===== config.mk =====
export PLATFORM = sky130hd
export DESIGN_NAME = ctg_top
export DESIGN_NICKNAME = d
export VERILOG_FILES = /design/src/ctg_pkg.sv /design/src/ctg_top.sv
export SDC_FILE = /design/constraint.sdc
export NUM_CORES = 1
export LEC_CHECK = 0
export BUFFER_PORTS_ARGS = -buffer_cell sky130_fd_sc_hd__buf_4
export CAP_MARGIN = 20
export CORE_MARGIN = 3
export CORE_UTILIZATION = 60
export CTS_CLUSTER_DIAMETER = 200
export DETAILED_ROUTE_END_ITERATION = 12
export GPL_ROUTABILITY_DRIVEN = 0
export HOLD_SLACK_MARGIN = 0.12
export PLACE_DENSITY = 0.85
export SLEW_MARGIN = 0
export SYNTH_ARGS = -nofsm -noshare
export SYNTH_HDL_FRONTEND = slang
export SYNTH_SLANG_ARGS = --single-unit

===== constraint.sdc =====
create_clock -name hclk -period 13 [get_ports hclk]
set_input_delay 1.3 -clock hclk [delete_from_list [all_inputs] [get_ports hclk]]
set_output_delay 1.3 -clock hclk [all_outputs]
set_load 0.01 [all_outputs]

===== src/ctg_pkg.sv =====
// Constants and types of the camera timer and counter group
package ctg_pkg;
  localparam int CLK_PERIOD_NS = 50;
  localparam int US_NS = 1000;
  localparam int US_CYCLES = (US_NS + CLK_PERIOD_NS - 1) / CLK_PERIOD_NS;
  localparam logic [7:0] OFS_CTRL = 8'h00;
  localparam logic [7:0] OFS_TWAIT = 8'h04;
  localparam logic [7:0] OFS_TLEN = 8'h08;
  localparam logic [7:0] OFS_TELAPSED = 8'h0C;
  localparam logic [7:0] OFS_CTERM = 8'h10;
  localparam logic [7:0] OFS_CCUR = 8'h14;
  localparam logic [7:0] OFS_CMD = 8'h18;
  localparam logic [7:0] OFS_STATUS = 8'h1C;
  localparam logic [7:0] OFS_MASK = 8'h20;
  localparam logic [7:0] OFS_RUN = 8'h24;
  localparam int CMD_TCLR_BIT = 0;
  localparam int CMD_CCLR_BIT = 1;
  localparam logic [31:0] CTRL_RST = 32'h0000_0000;
  localparam logic [31:0] TWAIT_RST = 32'h0000_0000;
  localparam logic [31:0] TLEN_RST = 32'h0000_0001;
  localparam logic [31:0] CTERM_RST = 32'h0000_0001;
  typedef enum logic [1:0] {
    EDGE_RISE = 2'b00,
    EDGE_FALL = 2'b01,
    EDGE_EITHER = 2'b10
  } ctg_edge_t;
  typedef enum logic {
    CORIG_OFF = 1'b0,
    CORIG_SELF = 1'b1
  } ctg_corig_t;
  typedef enum logic [1:0] {
    CLR_NONE = 2'b00,
    CLR_EVENT = 2'b01,
    CLR_END = 2'b10
  } ctg_clr_t;
  typedef enum logic [1:0] {
    TM_IDLE = 2'b00,
    TM_WAIT = 2'b01,
    TM_PULSE = 2'b10
  } ctg_tstate_t;
  typedef struct packed {
    logic [21:0] rsvd;
    ctg_clr_t clr_origin;
    ctg_corig_t trig_origin;
    logic count_active;
    logic [1:0] count_src;
    logic [1:0] timer_src;
    ctg_edge_t edge_mode;
  } ctg_ctrl_t;
  typedef struct packed {
    logic count_end;
    logic timer_end;
  } ctg_evt_t;
endpackage


===== src/ctg_top.sv =====
// Camera timer and counter group with AHB-Lite register slave
//
// The AHB-Lite interface to the registers and the register addresses were chosen for this implementation.
`timescale 1ns/1ns
`default_nettype none
module ctg_top
  import ctg_pkg::*;
#(
  parameter int CW = 32
) (
  input wire logic hclk,
  input wire logic hresetn,
  input wire logic hsel,
  input wire logic [31:0] haddr,
  input wire logic [1:0] htrans,
  input wire logic hwrite,
  input wire logic [2:0] hsize,
  input wire logic [31:0] hwdata,
  input wire logic hready,
  output logic hreadyout,
  output logic hresp,
  output logic [31:0] hrdata,
  input wire logic [3:0] trig_in,
  input wire logic count_clear_evt_in,
  output logic timer_out,
  output logic count_terminal_event,
  output logic irq
);
  if (CW < 8 || CW > 32) begin : g_chk
    $error("CW must lie between 8 and 32");
  end

  ctg_ctrl_t ctrl_q;
  logic [CW-1:0] twait_q, tlen_q, cterm_q;
  ctg_evt_t status_q, mask_q;
  logic [7:0] addr_q;
  logic wr_q;
  ctg_tstate_t tstate_q;
  logic [CW-1:0] us_q, cnt_q;
  logic [4:0] pre_q;
  logic tsel_prev_q, csel_prev_q, cevt_prev_q;
  logic cnt_run_q;

  // Bus slave: zero wait states, always OKAY
  assign hreadyout = 1'b1;
  assign hresp = 1'b0;
  logic take, wr_en, rd_en;
  assign take = hsel && htrans[1] && hready;
  assign rd_en = take && !hwrite;
  assign wr_en = wr_q;

  always_ff @(posedge hclk or negedge hresetn) begin
    if (!hresetn) begin
      addr_q <= 8'h00;
      wr_q <= 1'b0;
    end else begin
      wr_q <= take && hwrite && hsize == 3'b010;
      if (take) begin
        addr_q <= {haddr[7:2], 2'b00};
      end
    end
  end

  logic cmd_tclr, cmd_cclr;
  assign cmd_tclr = wr_en && addr_q == OFS_CMD && hwdata[CMD_TCLR_BIT];
  assign cmd_cclr = wr_en && addr_q == OFS_CMD && hwdata[CMD_CCLR_BIT];

  always_ff @(posedge hclk or negedge hresetn) begin
    if (!hresetn) begin
      ctrl_q <= ctg_ctrl_t'(CTRL_RST);
      twait_q <= CW'(TWAIT_RST);
      tlen_q <= CW'(TLEN_RST);
      cterm_q <= CW'(CTERM_RST);
      mask_q <= ctg_evt_t'(2'b00);
    end else if (wr_en) begin
      unique case (addr_q)
        OFS_CTRL: ctrl_q <= ctg_ctrl_t'({22'h000000, hwdata[9:0]});
        OFS_TWAIT: twait_q <= hwdata[CW-1:0];
        OFS_TLEN: tlen_q <= hwdata[CW-1:0];
        OFS_CTERM: cterm_q <= hwdata[CW-1:0];
        OFS_MASK: mask_q <= ctg_evt_t'(hwdata[1:0]);
        default: ;
      endcase
    end
  end

  logic [CW-1:0] elapsed;
  assign elapsed = (tstate_q == TM_WAIT) ? '0 : us_q;
  logic [31:0] rd_val;
  always_comb begin
    rd_val = 32'h0000_0000;
    unique case ({haddr[7:2], 2'b00})
      OFS_CTRL: rd_val = 32'(ctrl_q);
      OFS_TWAIT: rd_val = 32'(twait_q);
      OFS_TLEN: rd_val = 32'(tlen_q);
      OFS_TELAPSED: rd_val = 32'(elapsed);
      OFS_CTERM: rd_val = 32'(cterm_q);
      OFS_CCUR: rd_val = 32'(cnt_q);
      OFS_STATUS: rd_val = 32'(status_q);
      OFS_MASK: rd_val = 32'(mask_q);
      OFS_RUN: rd_val = {29'h0, cnt_run_q, tstate_q == TM_WAIT, tstate_q == TM_PULSE};
      default: rd_val = 32'h0000_0000;
    endcase
  end

  // Read data is sampled at the address phase so the data phase sees a flop
  always_ff @(posedge hclk or negedge hresetn) begin
    if (!hresetn) begin
      hrdata <= 32'h0000_0000;
    end else if (rd_en) begin
      hrdata <= rd_val;
    end
  end

  // Start edge selection
  logic tsel, trig;
  assign tsel = trig_in[ctrl_q.timer_src];
  always_comb begin
    trig = 1'b0;
    unique case (ctrl_q.edge_mode)
      EDGE_RISE: trig = tsel && !tsel_prev_q;
      EDGE_FALL: trig = !tsel && tsel_prev_q;
      EDGE_EITHER: trig = tsel != tsel_prev_q;
      default: trig = 1'b0;
    endcase
  end

  logic tick, tend;
  assign tick = pre_q == 5'(US_CYCLES - 1);
  assign tend = tstate_q == TM_PULSE && !cmd_tclr && us_q >= tlen_q;

  // Timer: the wait and the pulse share one microsecond counter
  always_ff @(posedge hclk or negedge hresetn) begin
    if (!hresetn) begin
      tstate_q <= TM_IDLE;
      us_q <= '0;
      pre_q <= 5'h00;
      tsel_prev_q <= 1'b0;
    end else begin
      tsel_prev_q <= tsel;
      pre_q <= tick ? 5'h00 : pre_q + 5'h01;
      unique case (tstate_q)
        TM_IDLE: begin
          if (trig && !cmd_tclr) begin
            tstate_q <= TM_WAIT;
            us_q <= '0;
            pre_q <= 5'h00;
          end else if (cmd_tclr) begin
            us_q <= '0;
          end
        end
        TM_WAIT: begin
          if (cmd_tclr) begin
            tstate_q <= TM_IDLE;
            us_q <= '0;
          end else if (us_q >= twait_q) begin
            tstate_q <= TM_PULSE;
            us_q <= '0;
            pre_q <= 5'h00;
          end else if (tick) begin
            us_q <= us_q + 1'b1;
          end
        end
        TM_PULSE: begin
          if (cmd_tclr) begin
            tstate_q <= TM_IDLE;
            us_q <= '0;
          end else if (tend) begin
            tstate_q <= TM_IDLE;
          end else if (tick) begin
            us_q <= us_q + 1'b1;
          end
        end
        default: begin
          tstate_q <= TM_IDLE;
          us_q <= '0;
        end
      endcase
    end
  end

  // Timer line follows the pulse state; a glitch-free flop output
  always_ff @(posedge hclk or negedge hresetn) begin
    if (!hresetn) begin
      timer_out <= 1'b0;
    end else begin
      timer_out <= (tstate_q == TM_WAIT && !cmd_tclr && us_q >= twait_q)
        || (tstate_q == TM_PULSE && !cmd_tclr && !tend);
    end
  end

  // Counter: counts rising edges of its selected input
  logic csel, cinc, cevt, cnt_hit, off_org;
  assign csel = trig_in[ctrl_q.count_src];
  assign cinc = csel && !csel_prev_q;
  assign cevt = count_clear_evt_in && !cevt_prev_q;
  assign off_org = ctrl_q.trig_origin == CORIG_OFF;
  assign cnt_hit = ctrl_q.count_active && cnt_run_q && cinc && !cmd_cclr
    && ({1'b0, cnt_q} + 1'b1 >= {1'b0, cterm_q});

  always_ff @(posedge hclk or negedge hresetn) begin
    if (!hresetn) begin
      cnt_q <= '0;
      cnt_run_q <= 1'b0;
      csel_prev_q <= 1'b0;
      cevt_prev_q <= 1'b0;
    end else begin
      csel_prev_q <= csel;
      cevt_prev_q <= count_clear_evt_in;
      if (!ctrl_q.count_active) begin
        cnt_run_q <= 1'b0;
      end else if (cmd_cclr) begin
        cnt_q <= '0;
        cnt_run_q <= 1'b1;
      end else if (!off_org && !cnt_run_q) begin
        cnt_run_q <= 1'b1;
      end else if (ctrl_q.clr_origin == CLR_EVENT && cevt) begin
        cnt_q <= '0;
        cnt_run_q <= !off_org;
      end else if (cnt_hit) begin
        cnt_q <= '0;
        cnt_run_q <= !(off_org && ctrl_q.clr_origin == CLR_END);
      end else if (cnt_run_q && cinc) begin
        cnt_q <= cnt_q + 1'b1;
      end
    end
  end

  assign count_terminal_event = cnt_hit;

  // Sticky events; a new event beats the read that clears it
  ctg_evt_t set_ev;
  logic st_rd;
  assign set_ev = '{count_end: cnt_hit, timer_end: tend};
  assign st_rd = rd_en && {haddr[7:2], 2'b00} == OFS_STATUS;
  always_ff @(posedge hclk or negedge hresetn) begin
    if (!hresetn) begin
      status_q <= ctg_evt_t'(2'b00);
    end else begin
      status_q <= (st_rd ? ctg_evt_t'(2'b00) : status_q) | set_ev;
    end
  end
  assign irq = |(status_q & mask_q);

  a_rise_start: assert property (@(posedge hclk) disable iff (!hresetn)
    tstate_q == TM_IDLE && ctrl_q.edge_mode == EDGE_RISE && tsel && !tsel_prev_q
    && !cmd_tclr |=> tstate_q == TM_WAIT)
    else $error("rising edge did not start timer");
  a_fall_start: assert property (@(posedge hclk) disable iff (!hresetn)
    tstate_q == TM_IDLE && ctrl_q.edge_mode == EDGE_FALL && !tsel && tsel_prev_q
    && !cmd_tclr |=> tstate_q == TM_WAIT)
    else $error("falling edge did not start timer");
  a_either_start: assert property (@(posedge hclk) disable iff (!hresetn)
    tstate_q == TM_IDLE && ctrl_q.edge_mode == EDGE_EITHER
    && $changed(tsel) && !cmd_tclr |=> tstate_q == TM_WAIT)
    else $error("either edge did not start timer");
  a_wait_early: assert property (@(posedge hclk) disable iff (!hresetn)
    tstate_q == TM_WAIT && us_q < twait_q |=> tstate_q != TM_PULSE)
    else $error("pulse began before the delay");
  a_pulse_end: assert property (@(posedge hclk) disable iff (!hresetn)
    tstate_q == TM_PULSE && us_q >= tlen_q && !cmd_tclr
    |=> tstate_q == TM_IDLE && status_q.timer_end)
    else $error("pulse did not end at its length");
  a_elapsed_rd: assert property (@(posedge hclk) disable iff (!hresetn)
    rd_en && {haddr[7:2], 2'b00} == OFS_TELAPSED
    |=> hrdata == 32'($past(elapsed)))
    else $error("elapsed read wrong");
  a_tclr_zero: assert property (@(posedge hclk) disable iff (!hresetn)
    cmd_tclr && tstate_q != TM_IDLE |=> tstate_q == TM_IDLE && us_q == '0)
    else $error("timer clear failed");
  a_off_hold: assert property (@(posedge hclk) disable iff (!hresetn)
    off_org && !cnt_run_q && !cmd_cclr |=> !cnt_run_q)
    else $error("counter started without command");
  a_cclr_run: assert property (@(posedge hclk) disable iff (!hresetn)
    cmd_cclr && ctrl_q.count_active |=> cnt_q == '0 && cnt_run_q)
    else $error("clear command did not restart counter");
  a_off_halt: assert property (@(posedge hclk) disable iff (!hresetn)
    off_org && cnt_hit && ctrl_q.clr_origin == CLR_END |=> !cnt_run_q ##1 !cnt_run_q
    || $past(cmd_cclr))
    else $error("counter did not halt at end");
  a_self_go: assert property (@(posedge hclk) disable iff (!hresetn)
    !off_org && ctrl_q.count_active && $stable(ctrl_q) |=> cnt_run_q)
    else $error("self mode did not start");
  a_self_clr: assert property (@(posedge hclk) disable iff (!hresetn)
    !off_org && cmd_cclr && ctrl_q.count_active |=> cnt_run_q && cnt_q == '0)
    else $error("self clear did not continue");
  a_term_wrap: assert property (@(posedge hclk) disable iff (!hresetn)
    cnt_hit |=> cnt_q == '0 && status_q.count_end)
    else $error("terminal count not handled");
  a_out_shape: assert property (@(posedge hclk) disable iff (!hresetn)
    $fell(timer_out) |-> $past(tstate_q) == TM_PULSE)
    else $error("timer output fell outside a pulse");
  c_pulse: cover property (@(posedge hclk) disable iff (!hresetn) $fell(timer_out));
  c_term: cover property (@(posedge hclk) disable iff (!hresetn) cnt_hit);
  c_tclr: cover property (@(posedge hclk) disable iff (!hresetn)
    cmd_tclr && tstate_q == TM_PULSE);
  c_irq: cover property (@(posedge hclk) disable iff (!hresetn) $rose(irq));
endmodule
`default_nettype wire

==> results by group, run 1 <==
CTS
  • Post-CTS Resized: 0
  • Clk sinks: 225
  • Worst-Skew Late Latency: 0.52 ns
  • Clock transition at path regs: 0.06 ns
  • Cts-stage hold buffer count: 0
  • Post-CTS Setup Inserts: 0
  • Maximum clock path buffer count: 3
  • H-tree levels: 1
  • Clock root buffer: clkbuf_16
  • TritonCTS clock tree: built
  • Num CTS Buffers: 25

Global routing
  • Vias in the first global route: 11700
  • Global-route wire length before repair: 61200 um
  • Initial antenna violation count: 1
  • Total grt overflow: 0
  • Total GRT Usage: 0.314
  • Largest net degree at the start of global routing: 108

Power
  • Power Density: 121 nW/um2
  • Tot Pwr: 1.81 mW
  • Leak: 7.15 nW
  • Peak supply drop: 0.000120 V

Synth
  • Cell count after synthesis: 1412
  • Sequential share of the synthesized area: 0.423
  • Most used DFF post-synth: dfrtp_1
  • EDFF count, synth: 0
  • Area leader, netlist: dfrtp_1
  • Synth cell types: 85
  • YS warnings: 0
  • Post-synth ARST share: 1.00
  • Mapped Area: 13300 um2
  • Synth top area cells: dfrtp_1 42%, ha_1 9.8%, nand2_1 4.6%
  • Number of synthesized register bits: 225
  • Top cell type's share of synthesized area: 0.419
  • Syn Area/Cell: 9.43 um2
  • Synth Net Count: 1595

STA
  • RSZ-0062 raised after global routing: false
  • Final Setup Violations: 0
  • Worst slew margin relative to its limit: 0.280
  • Min cycle time layout: 6.83 ns
  • Slew Limit Fails: 0
  • Fin crit share: 0.525
  • Worst-margin pin slew: 1.08 ns
  • Final worst setup slack: 6.17 ns
  • Final Hold Fails: 0
  • Max Freq: 146 MHz
  • Setup TNS Final: 0 ns
  • Clk_skew: 0.00905 ns

Critical path
  • RR Endpoint: cnt_q[0]
  • CP Capture Type: output port
  • Reg2Reg Setup Slack: 6.98 ns
  • Crit path from: cnt_q[0]
  • Reg2reg path depth: 17
  • Worst Setup Start Kind: flip-flop
  • R2R Path Start: cnt_q[0]
  • Critical Path AT: 5.53 ns
  • Critical path peak fanout: 6
  • Crit path kind: reg -> out
  • Req. time, crit path: 11.70 ns

Min path
  • Worst Hold Path EP: pre_q[0]
  • Hold Path Depth: 1
  • Hold_sp: pre_q[0]
  • Hold crit path type: reg -> reg

Placement
  • Place WS: 6.96 ns
  • Hpwl dp: 26200 um
  • Post-Place Cells: 1717
  • Port Buffers: 86
  • Placed Area: 14200 um2

Final layout
  • Final nets: 1654
  • Number of diodes: 0
  • Commonest cells after routing, fill and taps aside: 223 x dfrtp_1, 162 x nand2_1, 118 x inv_1
  • Final non-filler cell total: 1763
  • Area growth syn-to-layout: 12.9%
  • Commonest non-fill, non-tap cell in the layout: dfrtp_1
  • Layout cell share with drive strength beyond 1: 0.155
  • Post-route cell area: 15000 um2

Floorplanning
  • Rows: 53
  • Boundary Pins: 116
  • Core area: 21400 um2
  • Starting Density: 0.621
  • Die height: 155 um
  • Die width: 155 um
  • Die area: 24000 um2

Drt
  • Routed Antenna Nets: 0
  • Pre-antenna DRT Iters: 9
  • Vias per cell: 6.68
  • Vias: 11800
  • Final WL: 37600 um
  • Residual DRC count: 0
  • Wire length per cell: 21.3 um
  • Starting DRT DRC Count: 1487

Flow run
  • Max Cap Viol: 0

Outcome
  • Status: complete, no violations
routing by layer:
layer,track usage,share of wire
met1,0.420,0.40
met2,0.498,0.46
met3,0.0498,0.088
met4,0.156,0.052
met5,0,0
synthesized netlist by cell type (8+ instances only):
cell,n
a21oi_1,45
mux2_2,52
buf_2,12
nor4_1,10
o31ai_1,19
ha_1,104
o21ai_0,115
nand3_1,41
inv_1,118
a22o_1,11
nand2_1,162
and3_1,25
xor2_1,12
and4_1,9
nand4_1,25
clkbuf_1,53
or3_1,9
nor3_1,16
nand2b_1,8
a222oi_1,39
xnor2_1,20
a22oi_1,22
dfrtp_1,223
nor2_1,78
a31oi_1,47
a21o_1,14
logic make-up after synthesis:
kind of cell,count (synthesis),synth area share
DFF,225,0.423
xor gates and xnor gates,32,0.0211
adders and majority gates,104,0.0978
muxes,58,0.0513
other,2,0.000564
AOI/OAI and AO/OA,376,0.193
buffers and inverters,192,0.0573
and+or+nand+nor,423,0.156
how the worst max path moves through the flow:
stage | endpoint | slack [ns] | depth (start not counted)
floorplan | count_terminal_event | 8.06 | 14
global placement | count_terminal_event | 6.98 | 15
detailed placement | count_terminal_event | 6.96 | 15
CTS | count_terminal_event | 6.32 | 15
global route | count_terminal_event | 5.90 | 15
finish | count_terminal_event | 6.17 | 15
through the flow:
step,util,hold slack [ns]
6_report,0.702,0.466
5_1_grt,0.702,0.485
4_1_cts,0.701,0.473
3_5_place_dp,0.661,0.461
3_3_place_gp,0.661,0.441
2_1_floorplan,-,0.429
registers in the layout, summed over array words and instances, names as in the netlist, 2 cells and up:
register  cells
us_q         32
pre_q         5
hrdata       32
mask_q        2
addr_q        6
twait_q      32
tlen_q       32
tstate_q      2
ctrl_q       10
cterm_q      32
status_q      2
cnt_q        32
critical path: stages (launching register included):
cell	delay, ns
dfrtp_1	0.44
ha_1	0.30
nand4_1	0.25
nor3_2	0.49
nand3_1	0.31
or4_1	0.67
nor3_1	0.25
xor2_1	0.13
ha_1	0.32
nand3_1	0.15
nor4_1	0.48
and4_1	0.25
a2111oi_0	0.06
a21oi_1	0.41
nor2b_1	0.32
buf_4	0.18
report_power, final:
group,switching (mW),internal [mW],leakage [nW]
combinational,0.192,0.113,4.10
sequential,0.0313,0.745,2.63
clock,0.285,0.447,0.422
total,0.509,1.31,7.15
cell type report:
| class | instances | area [um2] |
|---|---|---|
| clock buffer | 32 | 682 |
| clock inverter | 12 | 160 |
| fill | 1490 | 6390 |
| inverter | 118 | 443 |
| multi-input combinational | 995 | 6960 |
| sequential | 225 | 5630 |
| tap | 275 | 344 |
| timing repair buffer | 106 | 811 |
Note: power is estimated with default switching activity, not from simulation.
==> run 2: changes to the inputs <==
--- a/config.mk
+++ b/config.mk
@@ -8,12 +8,12 @@
 export BUFFER_PORTS_ARGS = -buffer_cell sky130_fd_sc_hd__buf_4
 export CAP_MARGIN = 20
 export CORE_MARGIN = 3
-export CORE_UTILIZATION = 60
+export CORE_UTILIZATION = 55
 export CTS_CLUSTER_DIAMETER = 200
 export DETAILED_ROUTE_END_ITERATION = 12
 export GPL_ROUTABILITY_DRIVEN = 0
 export HOLD_SLACK_MARGIN = 0.12
-export PLACE_DENSITY = 0.85
+export PLACE_DENSITY = 0.82
 export SLEW_MARGIN = 0
 export SYNTH_ARGS = -nofsm -noshare
 export SYNTH_HDL_FRONTEND = slang
==> constraint.sdc (replaced) <==
create_clock -name hclk -period 5.8 [get_ports hclk]
set_input_delay 0.58 -clock hclk [delete_from_list [all_inputs] [get_ports hclk]]
set_output_delay 0.58 -clock hclk [all_outputs]
set_load 0.01 [all_outputs]
==> results by group, run 2 (synthesis results as in run 1) <==
Power
  • Power Density: 270 nW/um2
  • Peak supply drop: 0.000213 V
  • Tot Pwr: 4.09 mW
  • Leak: 7.20 nW

Floorplanning
  • Boundary Pins: 116
  • Die area: 26100 um2
  • Die height: 162 um
  • Rows: 56
  • Starting Density: 0.564
  • Die width: 162 um
  • Core area: 23600 um2

Final layout
  • Layout cell share with drive strength beyond 1: 0.159
  • Post-layout util: 0.642
  • Post-route cell area: 15200 um2
  • Final nets: 1661
  • Final non-filler cell total: 1813
  • Number of diodes: 0
  • Area growth syn-to-layout: 14.0%
  • Commonest cells after routing, fill and taps aside: 223 x dfrtp_1, 162 x nand2_1, 118 x inv_1
  • Number of fillers in the final layout: 1843
  • Commonest non-fill, non-tap cell in the layout: dfrtp_1

STA
  • WHS: 0.155 ns
  • Fin crit share: 0.970
  • Worst slew margin relative to its limit: 0.221
  • Clk_skew: 0.0187 ns
  • Final Hold Fails: 0
  • Final worst setup slack: 0.173 ns
  • Min cycle time layout: 5.63 ns
  • Worst-margin pin slew: 1.17 ns
  • Slew Limit Fails: 0
  • Max Freq: 178 MHz
  • Setup TNS Final: 0 ns
  • Final Setup Violations: 0

Drt
  • Starting DRT DRC Count: 1509
  • Pre-antenna DRT Iters: 9
  • Met3 wire length: 2970 um
  • Routed Antenna Nets: 0
  • Routed wl met2: 18000 um
  • Final WL: 37700 um
  • Residual DRC count: 0
  • Vias: 11700
  • M1 WL: 15400 um
  • Highest routed layer: met4
  • Vias per cell: 6.47
  • Wire length per cell: 20.8 um

Critical path
  • Worst Setup Start Kind: flip-flop
  • Reg2reg path depth: 18
  • RR Endpoint: cnt_q[22]
  • Cells along the critical path: ha_1 > nand4_1 > nor3_2 > buf_4 > nand3_1 > or4_4 > nor3_1 > xor2_1 > ha_1 > a21o_1 > a21oi_1 > o21ai_0 > a2111oi_1 > a21oi_1 > buf_4 > nor2b_2 > buf_4
  • Req. time, crit path: 5.22 ns
  • Crit path from: cnt_q[1]
  • CP Capture Type: output port
  • Reg2Reg Setup Slack: 0.85 ns
  • Critical Path Max Stage Delay: 0.63 ns
  • Crit path kind: reg -> out
  • Crit path to: count_terminal_event
  • Most used cell, CP: buf_4
  • Critical path peak fanout: 6
  • R2R Path Start: cnt_q[1]
  • Critical Path AT: 5.05 ns
  • Crit path max-delay cell type: or4_4

CTS
  • H-tree levels: 1
  • Clk sinks: 225
  • Worst-Skew Late Latency: 0.54 ns
  • Num CTS Buffers: 26
  • TritonCTS clock tree: built
  • Maximum clock path buffer count: 3
  • Clock root buffer: clkbuf_16
  • Clock transition at path regs: 0.06 ns

Global routing
  • Initial antenna violation count: 1
  • Vias in the first global route: 11600
  • Total GRT Usage: 0.290
  • Total grt overflow: 0
  • Global-route wire length before repair: 61600 um
  • Largest net degree at the start of global routing: 93

Placement
  • Post-Place Cells: 1765
  • Place WS: 0.723 ns
  • Port Buffers: 86
  • Hpwl dp: 26600 um
  • Placed Area: 14200 um2

Min path
  • Hold_sp: count_clear_evt_in
  • Hold crit path type: in -> reg

Outcome
  • Status: complete, no violations

Flow run
  • Max Cap Viol: 0
==> run 2: worst max-delay path, delay by kind of cell (launching register included) <==
family,cells,cell delay [ns]
DFF,1,0.45
buffers and inverters,3,0.50
AOI/OAI and AO/OA,5,1.00
and+or+nand+nor,6,1.70
adders and majority gates,2,0.58
xor gates and xnor gates,1,0.26
==> run 2: power breakdown <==
part	switching, mW	total [mW]	internal [mW]
Clock	0.653	1.68	1.03
Sequential	0.0711	1.74	1.67
Combinational	0.428	0.675	0.248
Total	1.15	4.09	2.94
==> run 2: worst min-delay path by stage <==
stage | end | slack [ns] | cells past startpoint
2_1_floorplan | addr_q[2] | 0.28 | 0
3_3_place_gp | pre_q[0] | 0.44 | 1
3_5_place_dp | pre_q[0] | 0.46 | 1
4_1_cts | cevt_prev_q | 0.14 | 1
5_1_grt | cevt_prev_q | 0.14 | 1
6_report | cevt_prev_q | 0.15 | 1
==> run 2: final cells by class <==
class                   count  area, um2  share of cell area
repair buffers            112        851              0.0561
inverters                 118        443              0.0292
clock buffers              36        749              0.0494
multi-input cells         995       6980               0.460
flip-flops and latches    225       5630               0.371
clock inverters             8        115             0.00759
well taps                 319        399              0.0263
==> run 2: per-layer routing <==
layer,vias to the layer above,GRT usage
met2,538,0.475
met3,92,0.0505
li1,5306,-
met5,-,0
met1,5797,0.386
met4,0,0.114
==> run 2: what timing repair did <==
action	in CTS	in global routing
resized for setup	0	5
hold buffers	1	0
endpoints found under the setup margin	0	1
setup buffers	0	2
hold endpoints to repair	69	0
